## src/rivm_pkg.sv

```systemverilog
// Purpose: Shared constants for the reset and interrupt vector map
// Assumes: Word-addressed program memory, 12-bit program counter
// Notes:   Vector numbers count from zero for the first interrupt source
package rivm_pkg;

	// ----------------------------------------------------------------
	// Widths
	// ----------------------------------------------------------------
	localparam int unsigned ADDR_W    = 12;
	localparam int unsigned NUM_IRQ   = 18;
	localparam int unsigned IDX_W     = 5;
	localparam int unsigned CTL_W     = 8;

	// ----------------------------------------------------------------
	// Addresses and fields
	// ----------------------------------------------------------------
	localparam logic [ADDR_W-1:0] APP_RESET_ADDR  = 12'h000;
	localparam logic [ADDR_W-1:0] APP_TABLE_START = 12'h001;
	localparam logic [ADDR_W-1:0] VEC_STEP        = 12'h001;
	localparam logic [ADDR_W-1:0] BOOT_RESET_DFLT = 12'hC00; // Plain default, set by section size
	localparam int unsigned       VSEL_BIT        = 1;
	localparam logic [CTL_W-1:0]  CTL_RST         = 8'h00;
	localparam logic              FUSE_UNPROG     = 1'b1;
	localparam logic [IDX_W-1:0]  IDX_ZERO        = 5'h00;

	// ----------------------------------------------------------------
	// Request bit order, lowest vector first
	// ----------------------------------------------------------------
	localparam int unsigned IRQ_EXT0   = 0;   // 0x001
	localparam int unsigned IRQ_EXT1   = 1;   // 0x002
	localparam int unsigned IRQ_T2CMP  = 2;   // 0x003
	localparam int unsigned IRQ_T2OVF  = 3;
	localparam int unsigned IRQ_T1CAP  = 4;
	localparam int unsigned IRQ_T1CMPA = 5;
	localparam int unsigned IRQ_T1CMPB = 6;
	localparam int unsigned IRQ_T1OVF  = 7;
	localparam int unsigned IRQ_T0OVF  = 8;   // 0x009
	localparam int unsigned IRQ_SPI    = 9;   // 0x00A
	localparam int unsigned IRQ_URX    = 10;
	localparam int unsigned IRQ_UTXE   = 11;
	localparam int unsigned IRQ_UTX    = 12;
	localparam int unsigned IRQ_ADC    = 13;
	localparam int unsigned IRQ_EE     = 14;
	localparam int unsigned IRQ_ACMP   = 15;
	localparam int unsigned IRQ_TWI    = 16;
	localparam int unsigned IRQ_STORE  = 17;  // 0x012

	// ----------------------------------------------------------------
	// Dispatch states
	// ----------------------------------------------------------------
	typedef enum logic [2:0] {
		RIVM_ST_IDLE  = 3'b001,
		RIVM_ST_RESET = 3'b010,
		RIVM_ST_IRQ   = 3'b100
	} rivm_state_e;

endpackage

```

## src/rivm_prio_enc.sv

```systemverilog
// Purpose: Lowest-index-first priority encoder over pending requests
// Assumes: Pure combinational, same clock domain as its user
// Notes:   Index zero wins; any_pending low means index is meaningless
`timescale 1ns/1ps
module rivm_prio_enc
	import rivm_pkg::*;
(
	input  wire logic [NUM_IRQ-1:0] req,
	output logic      [IDX_W-1:0]   idx,
	output logic                    any_pending
);

	// ----------------------------------------------------------------
	// Scan from the top so the lowest set bit is the last to win
	// ----------------------------------------------------------------
	always_comb begin
		idx         = IDX_ZERO;
		any_pending = 1'b0;
		for (int i = NUM_IRQ - 1; i >= 0; i--) begin
			if (req[i]) begin
				idx         = IDX_W'(i);
				any_pending = 1'b1;
			end
		end
	end

endmodule // rivm_prio_enc

```

## src/rivm_vector_map.sv

```systemverilog
// Purpose: Fetch address generator for reset and the eighteen interrupt vectors
// Assumes: Core takes vec_addr when vec_valid and vec_ready are both high
// Notes:   Requests are levels held by peripherals until the core acknowledges
`timescale 1ns/1ps
module rivm_vector_map
	import rivm_pkg::*;
(
	input  wire logic                clk_sys,
	input  wire logic                srst,
	input  wire logic                clk_en,
	input  wire logic                boot_reset_fuse,
	input  wire logic [ADDR_W-1:0]   boot_reset_addr,
	input  wire logic                irq_ctl_wr,
	input  wire logic [CTL_W-1:0]    irq_ctl_wdata,
	input  wire logic                external_request_0,
	input  wire logic                external_request_1,
	input  wire logic                timer2_compare_event,
	input  wire logic                timer2_overflow_event,
	input  wire logic                timer1_capture_event,
	input  wire logic                timer1_compare_a_event,
	input  wire logic                timer1_compare_b_event,
	input  wire logic                timer1_overflow_event,
	input  wire logic                timer0_overflow_event,
	input  wire logic                serial_transfer_done,
	input  wire logic                uart_rx_done,
	input  wire logic                uart_tx_buffer_empty,
	input  wire logic                uart_tx_done,
	input  wire logic                adc_done_event,
	input  wire logic                eeprom_ready_event,
	input  wire logic                comparator_event,
	input  wire logic                twi_event,
	input  wire logic                program_store_ready,
	input  wire logic                vec_ready,
	output logic                     vec_valid,
	output logic                     vec_is_reset,
	output logic      [ADDR_W-1:0]   vec_addr,
	output logic      [IDX_W-1:0]    vec_irq_index,
	output logic      [CTL_W-1:0]    general_irq_control_reg,
	output logic                     vector_select
);

	// ----------------------------------------------------------------
	// Request gathering
	// ----------------------------------------------------------------
	logic [NUM_IRQ-1:0] req_vec;
	logic [IDX_W-1:0]   win_idx;
	logic               win_any;

	// Bit order is the vector order, so encoder priority equals table order
	always_comb begin
		req_vec             = '0;
		req_vec[IRQ_EXT0]   = external_request_0;
		req_vec[IRQ_EXT1]   = external_request_1;
		req_vec[IRQ_T2CMP]  = timer2_compare_event;
		req_vec[IRQ_T2OVF]  = timer2_overflow_event;
		req_vec[IRQ_T1CAP]  = timer1_capture_event;
		req_vec[IRQ_T1CMPA] = timer1_compare_a_event;
		req_vec[IRQ_T1CMPB] = timer1_compare_b_event;
		req_vec[IRQ_T1OVF]  = timer1_overflow_event;
		req_vec[IRQ_T0OVF]  = timer0_overflow_event;
		req_vec[IRQ_SPI]    = serial_transfer_done;
		req_vec[IRQ_URX]    = uart_rx_done;
		req_vec[IRQ_UTXE]   = uart_tx_buffer_empty;
		req_vec[IRQ_UTX]    = uart_tx_done;
		req_vec[IRQ_ADC]    = adc_done_event;
		req_vec[IRQ_EE]     = eeprom_ready_event;
		req_vec[IRQ_ACMP]   = comparator_event;
		req_vec[IRQ_TWI]    = twi_event;
		req_vec[IRQ_STORE]  = program_store_ready;
	end

	rivm_prio_enc u_prio (
		.req         (req_vec),
		.idx         (win_idx),
		.any_pending (win_any)
	);

	// ----------------------------------------------------------------
	// Control register and fuse capture
	// ----------------------------------------------------------------
	logic [CTL_W-1:0]  irq_ctl_reg;
	logic [CTL_W-1:0]  irq_ctl_next;
	logic              fuse_reg;
	logic              fuse_next;
	logic              fuse_cap_reg;
	logic              fuse_cap_next;

	// Fuse is sampled once after reset release, never inside reset
	always_comb begin
		irq_ctl_next  = irq_ctl_reg;
		fuse_next     = fuse_reg;
		fuse_cap_next = fuse_cap_reg;
		if (irq_ctl_wr) begin
			irq_ctl_next = irq_ctl_wdata;
		end
		if (!fuse_cap_reg) begin
			fuse_next     = boot_reset_fuse;
			fuse_cap_next = 1'b1;
		end
	end

	always_ff @(posedge clk_sys) begin
		if (srst) begin
			irq_ctl_reg  <= CTL_RST;
			fuse_reg     <= FUSE_UNPROG;
			fuse_cap_reg <= 1'b0;
		end else if (clk_en) begin
			irq_ctl_reg  <= irq_ctl_next;
			fuse_reg     <= fuse_next;
			fuse_cap_reg <= fuse_cap_next;
		end
	end

	assign general_irq_control_reg = irq_ctl_reg;
	assign vector_select           = irq_ctl_reg[VSEL_BIT];

	// ----------------------------------------------------------------
	// Address arithmetic
	// ----------------------------------------------------------------
	logic [ADDR_W-1:0] reset_target;
	logic [ADDR_W-1:0] table_start;
	logic [ADDR_W-1:0] irq_target;

	// Reset target ignores the select bit, which software may leave set
	always_comb begin
		if (fuse_reg == FUSE_UNPROG) begin
			reset_target = APP_RESET_ADDR;
		end else begin
			reset_target = boot_reset_addr;
		end
		if (vector_select) begin
			table_start = ADDR_W'(boot_reset_addr + APP_TABLE_START);
		end else begin
			table_start = APP_TABLE_START;
		end
		irq_target = ADDR_W'(table_start + ADDR_W'(win_idx) * VEC_STEP);
	end

	// ----------------------------------------------------------------
	// Dispatch sequencer
	// ----------------------------------------------------------------
	rivm_state_e       state_reg;
	rivm_state_e       state_next;
	logic [ADDR_W-1:0] addr_reg;
	logic [ADDR_W-1:0] addr_next;
	logic [IDX_W-1:0]  idx_reg;
	logic [IDX_W-1:0]  idx_next;

	// Reset vector is offered first after every reset, then interrupts;
	// the winner is latched so a late higher request cannot tear the offer
	always_comb begin
		state_next = state_reg;
		addr_next  = addr_reg;
		idx_next   = idx_reg;
		unique case (state_reg)
			RIVM_ST_RESET: begin
				if (!fuse_cap_reg) begin
					addr_next = addr_reg;
				end else begin
					addr_next = reset_target;
					if (vec_ready && vec_valid) begin
						state_next = RIVM_ST_IDLE;
					end
				end
			end
			RIVM_ST_IDLE: begin
				if (win_any) begin
					addr_next  = irq_target;
					idx_next   = win_idx;
					state_next = RIVM_ST_IRQ;
				end
			end
			RIVM_ST_IRQ: begin
				if (vec_ready) begin
					state_next = RIVM_ST_IDLE;
				end
			end
			default: begin
				state_next = RIVM_ST_RESET;
			end
		endcase
	end

	always_ff @(posedge clk_sys) begin
		if (srst) begin
			state_reg <= RIVM_ST_RESET;
			addr_reg  <= APP_RESET_ADDR;
			idx_reg   <= IDX_ZERO;
		end else if (clk_en) begin
			state_reg <= state_next;
			addr_reg  <= addr_next;
			idx_reg   <= idx_next;
		end
	end

	// Valid in reset state only once the fuse-derived address is loaded
	logic reset_ready_reg;
	logic reset_ready_next;

	always_comb begin
		reset_ready_next = fuse_cap_reg && (state_reg == RIVM_ST_RESET);
	end

	always_ff @(posedge clk_sys) begin
		if (srst) begin
			reset_ready_reg <= 1'b0;
		end else if (clk_en) begin
			reset_ready_reg <= reset_ready_next;
		end
	end

	assign vec_valid     = (state_reg == RIVM_ST_IRQ) || ((state_reg == RIVM_ST_RESET) && reset_ready_reg);
	assign vec_is_reset  = (state_reg == RIVM_ST_RESET);
	assign vec_addr      = addr_reg;
	assign vec_irq_index = idx_reg;

endmodule // rivm_vector_map

```

## config.mk

```make
export PLATFORM = sky130hd
export DESIGN_NAME = rivm_vector_map
export DESIGN_NICKNAME = d
export VERILOG_FILES = /design/src/rivm_pkg.sv /design/src/rivm_prio_enc.sv /design/src/rivm_vector_map.sv
export SDC_FILE = /design/constraint.sdc
export NUM_CORES = 1
export LEC_CHECK = 0
export ABC_AREA = 0
export BUFFER_PORTS_ARGS = -buffer_cell sky130_fd_sc_hd__buf_2
export CORE_MARGIN = 3
export CORE_UTILIZATION = 51
export DETAILED_ROUTE_END_ITERATION = 6
export PLACE_DENSITY = 0.8
export SLEW_MARGIN = 20
export SYNTH_ARGS = -nofsm -noshare
export SYNTH_HDL_FRONTEND = slang
export SYNTH_SLANG_ARGS = --single-unit
export TNS_END_PERCENT = 1
```

## constraint.sdc

```tcl
create_clock -name clk_sys -period 4.32 [get_ports clk_sys]
set_input_delay 0.648 -clock clk_sys [delete_from_list [all_inputs] [get_ports clk_sys]]
set_output_delay 0.648 -clock clk_sys [all_outputs]
set_load 0.005 [all_outputs]
```

==> impl_results.md, run 1 <==
* Status: finished, final reports clean
* Dpl cell area at ~0.0026 mm^2
* Dpl hpwl at ~4200 um
* Yosys top cell area share at between 20 and 30%
* Die ar. at approximately 0.0052 mm^2
* H-Tree Depth at 2
* P&R area growth vs syn at 18.9%
* Final period util at roughly four fifths
* Setup WS post-layout at around 0.86 ns
* FF-to-FF Start: general_irq_control_reg[1]
* Non-filler cells, final at around 410
* Syn nets at between 300 and 400
* Rows at 23
* # Post-CTS Setup Buffers at 0
* Worst slew margin at around 46%
* Vias in the first global route at just over 2k
* Skew-Pair Late Insertion Delay at approximately 0.28 ns
* DRT iter0 DRCs at 173
* Mapped cell area at roughly 0.0022 mm^2
* Leakage at 1.11 nW
* Post-CTS sizing at 0
* Fraction of registers with async set/reset at 0%
* Setup TNS at 0 ns
* MaxCap Viol Count at 0
* Final Wtd Congestion at roughly 0.88
* Final Hold Viols at 0
* Total routed wirelength at between 5000 and 6000 um
* Effective utilization at floorplan at a little over half
* Ant. Diodes at 0
* Core Box Area at just over 0.004 mm^2
* CTS tree: done
* Via/cell ratio at 5.75
* Crit path launch type: primary input
* CP endpoint kind: flip-flop
* Dominant cells by area after synthesis: dfxtp_1, nor2_1, a21oi_1, nand2_1, a211oi_1
* Post-Syn Instances at 300
* First-pass GRT wire length at approximately 9500 um
* Leading area contributor after synthesis: dfxtp_1
* Design Area, Final at roughly 0.0027 mm^2
* CTS sink cnt at 31
* Filler cells at 357
* Worst Skew at slightly above 0.005 ns
* Vias at around 2.4k
* WL per Instance at roughly 14 um
* Final antenna-violating net count at 0
* Crit Path Class: primary input to flip-flop
* Maximum clock rate at around 290 MHz
* Final slew viol count at 0
* Mean Syn Cell Area at roughly 7.5 um^2
* Clk buf depth at 2
* Hold_sp: general_irq_control_reg[6]
* Final core utilization at between 60% and 70%
* Synth cell types at 52
* Number of remaining DRC errors at 0
* # setup viols final at 0
* Flops & latches, synth at 31
* IO Pins at between 70 and 80
* Nets@finish at 411
* RSZ-0062 raised after global routing: false
* Die Wd at slightly above 70 um
* TritonRoute pass-1 iters at 4
* WP data arrival at roughly 3.7 ns
* Setup WS pre-CTS at 0.710 ns
* Overflow after GRT at 0
* Crit-path max FO at 3
* Worst hold slack at 0.454 ns
* Largest net degree at the start of global routing at 34
* Root Driver: clkbuf_8
* Fin crit period at between 3 and 4 ns
* Buffers added on ports at 71
* Hold buffers post-CTS at 0
* Hold Crit Class: flip-flop to flip-flop
* Layout cells sized above 1 at about a quarter
* Worst Setup SP: uart_tx_done
* Critical path data required time at about 4.5 ns
* Post-synth EDFFs at 0
* Sequential share of the synthesized area at around 28%
* Die Y at between 70 and 80 um
* Clock transition at path regs at 0.07 ns
* CTS Buf Count at 5
* R2r setup slk at 1.49 ns
* PwrDens at 268 mW/mm^2
* Worst-Margin Slew at 0.794 ns
* GRT Resource Usage Total at 22.2%
* Maximum VDD drop at between 0.15 and 0.2 mV
* Initial antenna violation count at 0
* Primary FF master, synth: dfxtp_1
* Yosys warnings at 0
* Placed insts at 403
* Overall Power at 0.716 mW
* Max FFs per register at 12
==> power by group <==
group / internal (mW) / total [mW] / switching, mW
clock network: 0.145 / 0.255 / 0.110
logic: 0.0634 / 0.145 / 0.0820
registers: 0.303 / 0.315 / 0.0122
total: 0.511 / 0.716 / 0.204
==> final cells by class <==
class / count / area, um^2 / area share (%)
clock buffers: 7 / 96.3 / 3.61
clock inverters: 1 / 7.51 / 0.281
inverters: 9 / 33.8 / 1.26
multi-input cells: 241 / 1490 / 55.7
flip-flops and latches: 31 / 621 / 23.2
well taps: 50 / 62.6 / 2.34
repair buffers: 72 / 363 / 13.6
==> layer usage <==
layer | vias up | GRT usage, % | routed length, um | share of wire [%]
li1 | 1199 | - | - | -
met1 | 1088 | 30.2 | 2600 | 45
met2 | 69 | 35.6 | 2760 | 48
met3 | 8 | 3.88 | 316 | 5.5
met4 | 0 | 7.17 | 63 | 1.1
met5 | - | 0 | 0 | 0
==> path summary, 6_finish.rpt <==
kind	end	depth (start not counted)
min	general_irq_control_reg[6]	2
min reg2reg	general_irq_control_reg[6]	2
max	vec_addr[10]	14
max reg2reg	vec_addr[10]	9
==> critical path, cell delays in order <==
cell and delay, ns:
buf_2 0.11, o31ai_1 0.28, a211oi_1 0.12, o31a_1 0.24
nor3_1 0.28, inv_1 0.11, fa_1 0.44, nand2b_1 0.21
a21oi_1 0.20, o22ai_1 0.16, nor4b_2 0.34, xnor2_1 0.18
a22oi_1 0.10, a211oi_1 0.24
==> kinds of logic after synthesis <==
kind of cell,after synthesis,share of synthesized area [%]
DFF,31,27.6
buffers and inverters,28,6.18
AOI/OAI and AO/OA,77,22.9
muxes,3,1.34
and+or+nand+nor,142,32.7
xor gates and xnor gates,12,5.01
adders and majority gates,7,4.23
==> cell usage after synthesis (all sizes together) (2+ instances only) <==
cell type  count
o21ai          5
nand3b         3
a211oi        13
clkbuf        10
mux2i          3
or4            2
a31oi          3
a32oi          2
nand4          4
o41ai          2
ha             6
or2            3
nor4           5
nand3         16
a22oi          4
a21oi         27
nor2b          3
nand2b         9
xnor2          8
nor3           8
inv            9
o31ai          2
a21o           2
o31a           2
nand2         32
and2           4
or3            4
nor2          40
a311oi         2
dfxtp         31
o22ai          3
xor2           4
a211o          2
nor3b          3
buf            9
and4           2
o21bai         3
nor4b          2
a21boi         2
==> placed cells by master, fill, tap and decap left out, drive strengths merged, types with 3 or more instances in the layout <==
master	netlist	layout
nor2	40	40
a31oi	3	3
nand3	16	16
mux2i	3	3
a211oi	13	13
xnor2	8	8
and2	4	4
buf	9	72
nand2b	9	9
a21oi	27	27
inv	9	9
ha	6	6
nand2	32	32
nor4	5	5
nor3b	3	3
or3	4	4
o21bai	3	3
o21ai	5	5
nand4	4	4
a22oi	4	4
nor2b	3	3
or2	3	3
nand3b	3	3
xor2	4	4
nor3	8	8
clkbuf	10	7
o22ai	3	3
dfxtp	31	31
Note: power is estimated with default switching activity, not from simulation.
==> run 2: changes to the inputs <==
==> constraint.sdc (replaced) <==
create_clock -name clk_sys -period 3.63 [get_ports clk_sys]
set_input_delay 0.5445 -clock clk_sys [delete_from_list [all_inputs] [get_ports clk_sys]]
set_output_delay 0.5445 -clock clk_sys [all_outputs]
set_load 0.005 [all_outputs]
==> run 2 against run 1 <==
Effect of this change: final cell count increased by 0.49%; final area increased by 1.1%; critical path depth is the same; total power up 26%; via count shrank 0.25%; utilization up 0.70 points; die area did not move.
==> impl_results.md, run 2 (synthesized netlist as in run 1, its figures left out) <==
* CP endpoint kind: flip-flop (unchanged)
* Die Wd at 72.4 um (unchanged)
* Most common cell after layout, fill and taps aside: buf_2 (unchanged)
* Vias at 2358 (was 2364)
* WL per Instance at 13.7 um (was 14.0 um)
* Final slew viol count at 0 (unchanged)
* Final period util at around nine tenths
* Cell mode on critical path: a211oi_1 (unchanged)
* Clock power frac at 39.2% (was 35.6%)
* Largest net degree at the start of global routing at 34 (unchanged)
* Hold buffers post-CTS at 0 (unchanged)
* Die Y at 72.4 um (unchanged)
* Maximum VDD drop at 0.165 mV (was 0.170 mV)
* Hold Crit Class: flip-flop to flip-flop (unchanged)
* Highest cell delay on the worst timing path at 0.44 ns (about the same)
* RSZ-0062 raised after global routing: false (unchanged)
* Buffers added on ports at 71 (unchanged)
* # setup viols final at 0 (unchanged)
* Overflow after GRT at 0 (unchanged)
* Core Box Area at 0.00412 mm^2 (unchanged)
* GRT Resource Usage Total at 22.2% (about the same)
* Initial antenna violation count at 0 (unchanged)
* Net Switching at 0.243 mW (was 0.204 mW)
* Via/cell ratio at 5.71 (was 5.75)
* PwrDens at 334 mW/mm^2 (was 268 mW/mm^2)
* Seq pwr share at 41.3% (was 44.0%)
* First-pass GRT wire length at 9470 um (was 9480 um)
* Post-CTS sizing at 0 (unchanged)
* CTS sink cnt at 31 (unchanged)
* Ant. Diodes at 0 (unchanged)
* IO Pins at 72 (unchanged)
* Max FFs per register at 12 (unchanged)
* CTS tree: done (unchanged)
* Vias in the first global route at 2092 (was 2062)
* Root Driver: clkbuf_8 (unchanged)
* P&R area growth vs syn at 20.2% (was 18.9%)
* Layout cells sized above 1 at 25.6% (was 25.2%)
* H-Tree Depth at 2 (unchanged)
* # Post-CTS Setup Buffers at 0 (unchanged)
* Status: finished, final reports clean (unchanged)
* Fin crit period at around 3.2 ns
* Crit-path max FO at 3 (unchanged)
* Effective utilization at floorplan at 54.6% (unchanged)
* Critical path data required time at 3.83 ns (was 4.51 ns)
* Worst-Margin Slew at 0.764 ns (was 0.794 ns)
* Total routed wirelength at 5650 um (was 5750 um)
* Combinational power share at 19.5% (was 20.3%)
* Maximum clock rate at just over 300 MHz
* Nets@finish at 413 (was 411)
* Leakage at 1.14 nW (was 1.11 nW)
* Final Hold Viols at 0 (unchanged)
* Worst Skew at 0.00482 ns (was 0.00518 ns)
* CTS Buf Count at 5 (unchanged)
* Skew-Pair Late Insertion Delay at 0.29 ns (was 0.28 ns)
* Die ar. at 0.00524 mm^2 (unchanged)
* Slowest-stage cell, CP: fa_1 (unchanged)
* FF-to-FF Start: general_irq_control_reg[1] (unchanged)
* Hold_sp: general_irq_control_reg[7] (was general_irq_control_reg[6])
* Rows at 23 (unchanged)
* Number of remaining DRC errors at 0 (unchanged)
* MaxCap Viol Count at 0 (unchanged)
* Clk buf depth at 2 (unchanged)
* R2r setup slk at 1.13 ns (was 1.49 ns)
* Final Wtd Congestion at 0.883 (was 0.876)
* Most frequent cells in the layout: buf_2, nor2_1, nand2_1 (unchanged)
* DRT iter0 DRCs at 134 (was 173)
* Filler cells at 367 (was 357)
* Worst hold slack at 0.453 ns (was 0.454 ns)
* Final antenna-violating net count at 0 (unchanged)
* Hold endpoint: general_irq_control_reg[7] (was general_irq_control_reg[6])
* Reg-to-Reg End: vec_addr[10] (unchanged)
* WP data arrival at 3.42 ns (was 3.65 ns)
* Clock transition at path regs at 0.07 ns (about the same)
* Worst slew margin at 48.4% (was 46.4%)
* Reg2reg path depth at 11 (was 9)
* Cell-internal power at 0.659 mW (was 0.511 mW)
* Worst hold stages at 2 (unchanged)
* Crit path launch type: primary input (unchanged)
* Crit Path Class: primary input to flip-flop (unchanged)
* Switching Share at 26.9% (was 28.6%)
* Crit-path cells: buf_2 > o31ai_1 > a211oi_1 > o31a_1 > nor3_1 > inv_1 > fa_1 > nand2b_1 > a21oi_1 > o22ai_1 > nor4b_2 > xnor2_1 > a22oi_1 > a211oi_1 (unchanged)
* TritonRoute pass-1 iters at 5 (was 4)
* Dpl hpwl at 4300 um (was 4220 um)
* Setup TNS at 0 ns (unchanged)
run 2: changes by cell type in the layout (fill, tap and decap cells not counted):
cell / previous run / this run
buf_4: 1 / 3
clkinvlp_4: 1 / 0
bufinv_16: 0 / 1
clkbuf_8: 7 / 6
clkinv_2: 0 / 1
run 2: metrics by stage:
stage          area [um^2]  worst slack (ns)  std cells  total power [mW]  util (%)
3_3_place_gp          2580             0.227        405             0.552      62.8
6_report              2700             0.408        413             0.902      65.6
3_5_place_dp          2580             0.152        405             0.555      62.8
4_1_cts               2700             0.407        413             0.910      65.6
2_1_floorplan         2250             0.523        300             0.488         -
5_1_grt               2700            0.0942        413             0.949      65.6
run 2: critical path: cells and delay by family:
family                     cells  cell delay (ns)
AOI/OAI and AO/OA              7             1.32
and+or+nand+nor                3             0.74
adders and majority gates      1             0.44
buffers and inverters          2             0.22
xor gates and xnor gates       1             0.16
run 2: worst max path at each step:
stage | from | to | slack (ns) | depth (start not counted)
6_report | uart_tx_done | vec_addr[10] | 0.41 | 14
5_1_grt | eeprom_ready_event | vec_addr[10] | 0.09 | 15
4_1_cts | uart_tx_done | vec_addr[10] | 0.41 | 14
3_5_place_dp | uart_tx_done | vec_addr[10] | 0.15 | 14
3_3_place_gp | uart_tx_done | vec_addr[10] | 0.23 | 14
2_1_floorplan | uart_tx_done | vec_addr[10] | 0.52 | 13
run 2: layout make-up:
| class | instances | area [um^2] | share of cell area (%) |
|---|---|---|---|
| clock inverter | 2 | 35.0 | 1.30 |
| multi-input combinational | 241 | 1490 | 55.1 |
| sequential | 31 | 621 | 23.0 |
| tap | 50 | 62.6 | 2.32 |
| clock buffer | 6 | 82.6 | 3.06 |
| timing repair buffer | 74 | 378 | 14.0 |
| inverter | 9 | 33.8 | 1.25 |
run 2: routing by layer:
| metal | global-route usage (%) | wire length, um | part of all wire [%] |
|---|---|---|---|
| met5 | 0 | 0 | 0 |
| met4 | 6.35 | 64 | 1.1 |
| met3 | 4.71 | 354 | 6.3 |
| met2 | 34.3 | 2610 | 46 |
| met1 | 31.3 | 2620 | 46 |
run 2: power by group through the flow:
stage,combinational (mW),sequential (mW),clock (mW)
after floorplan,0.107,0.381,0
after global placement,0.172,0.380,0
after detailed placement,0.175,0.380,0
after CTS,0.176,0.373,0.361
after global routing,0.200,0.375,0.374
final,0.176,0.373,0.354
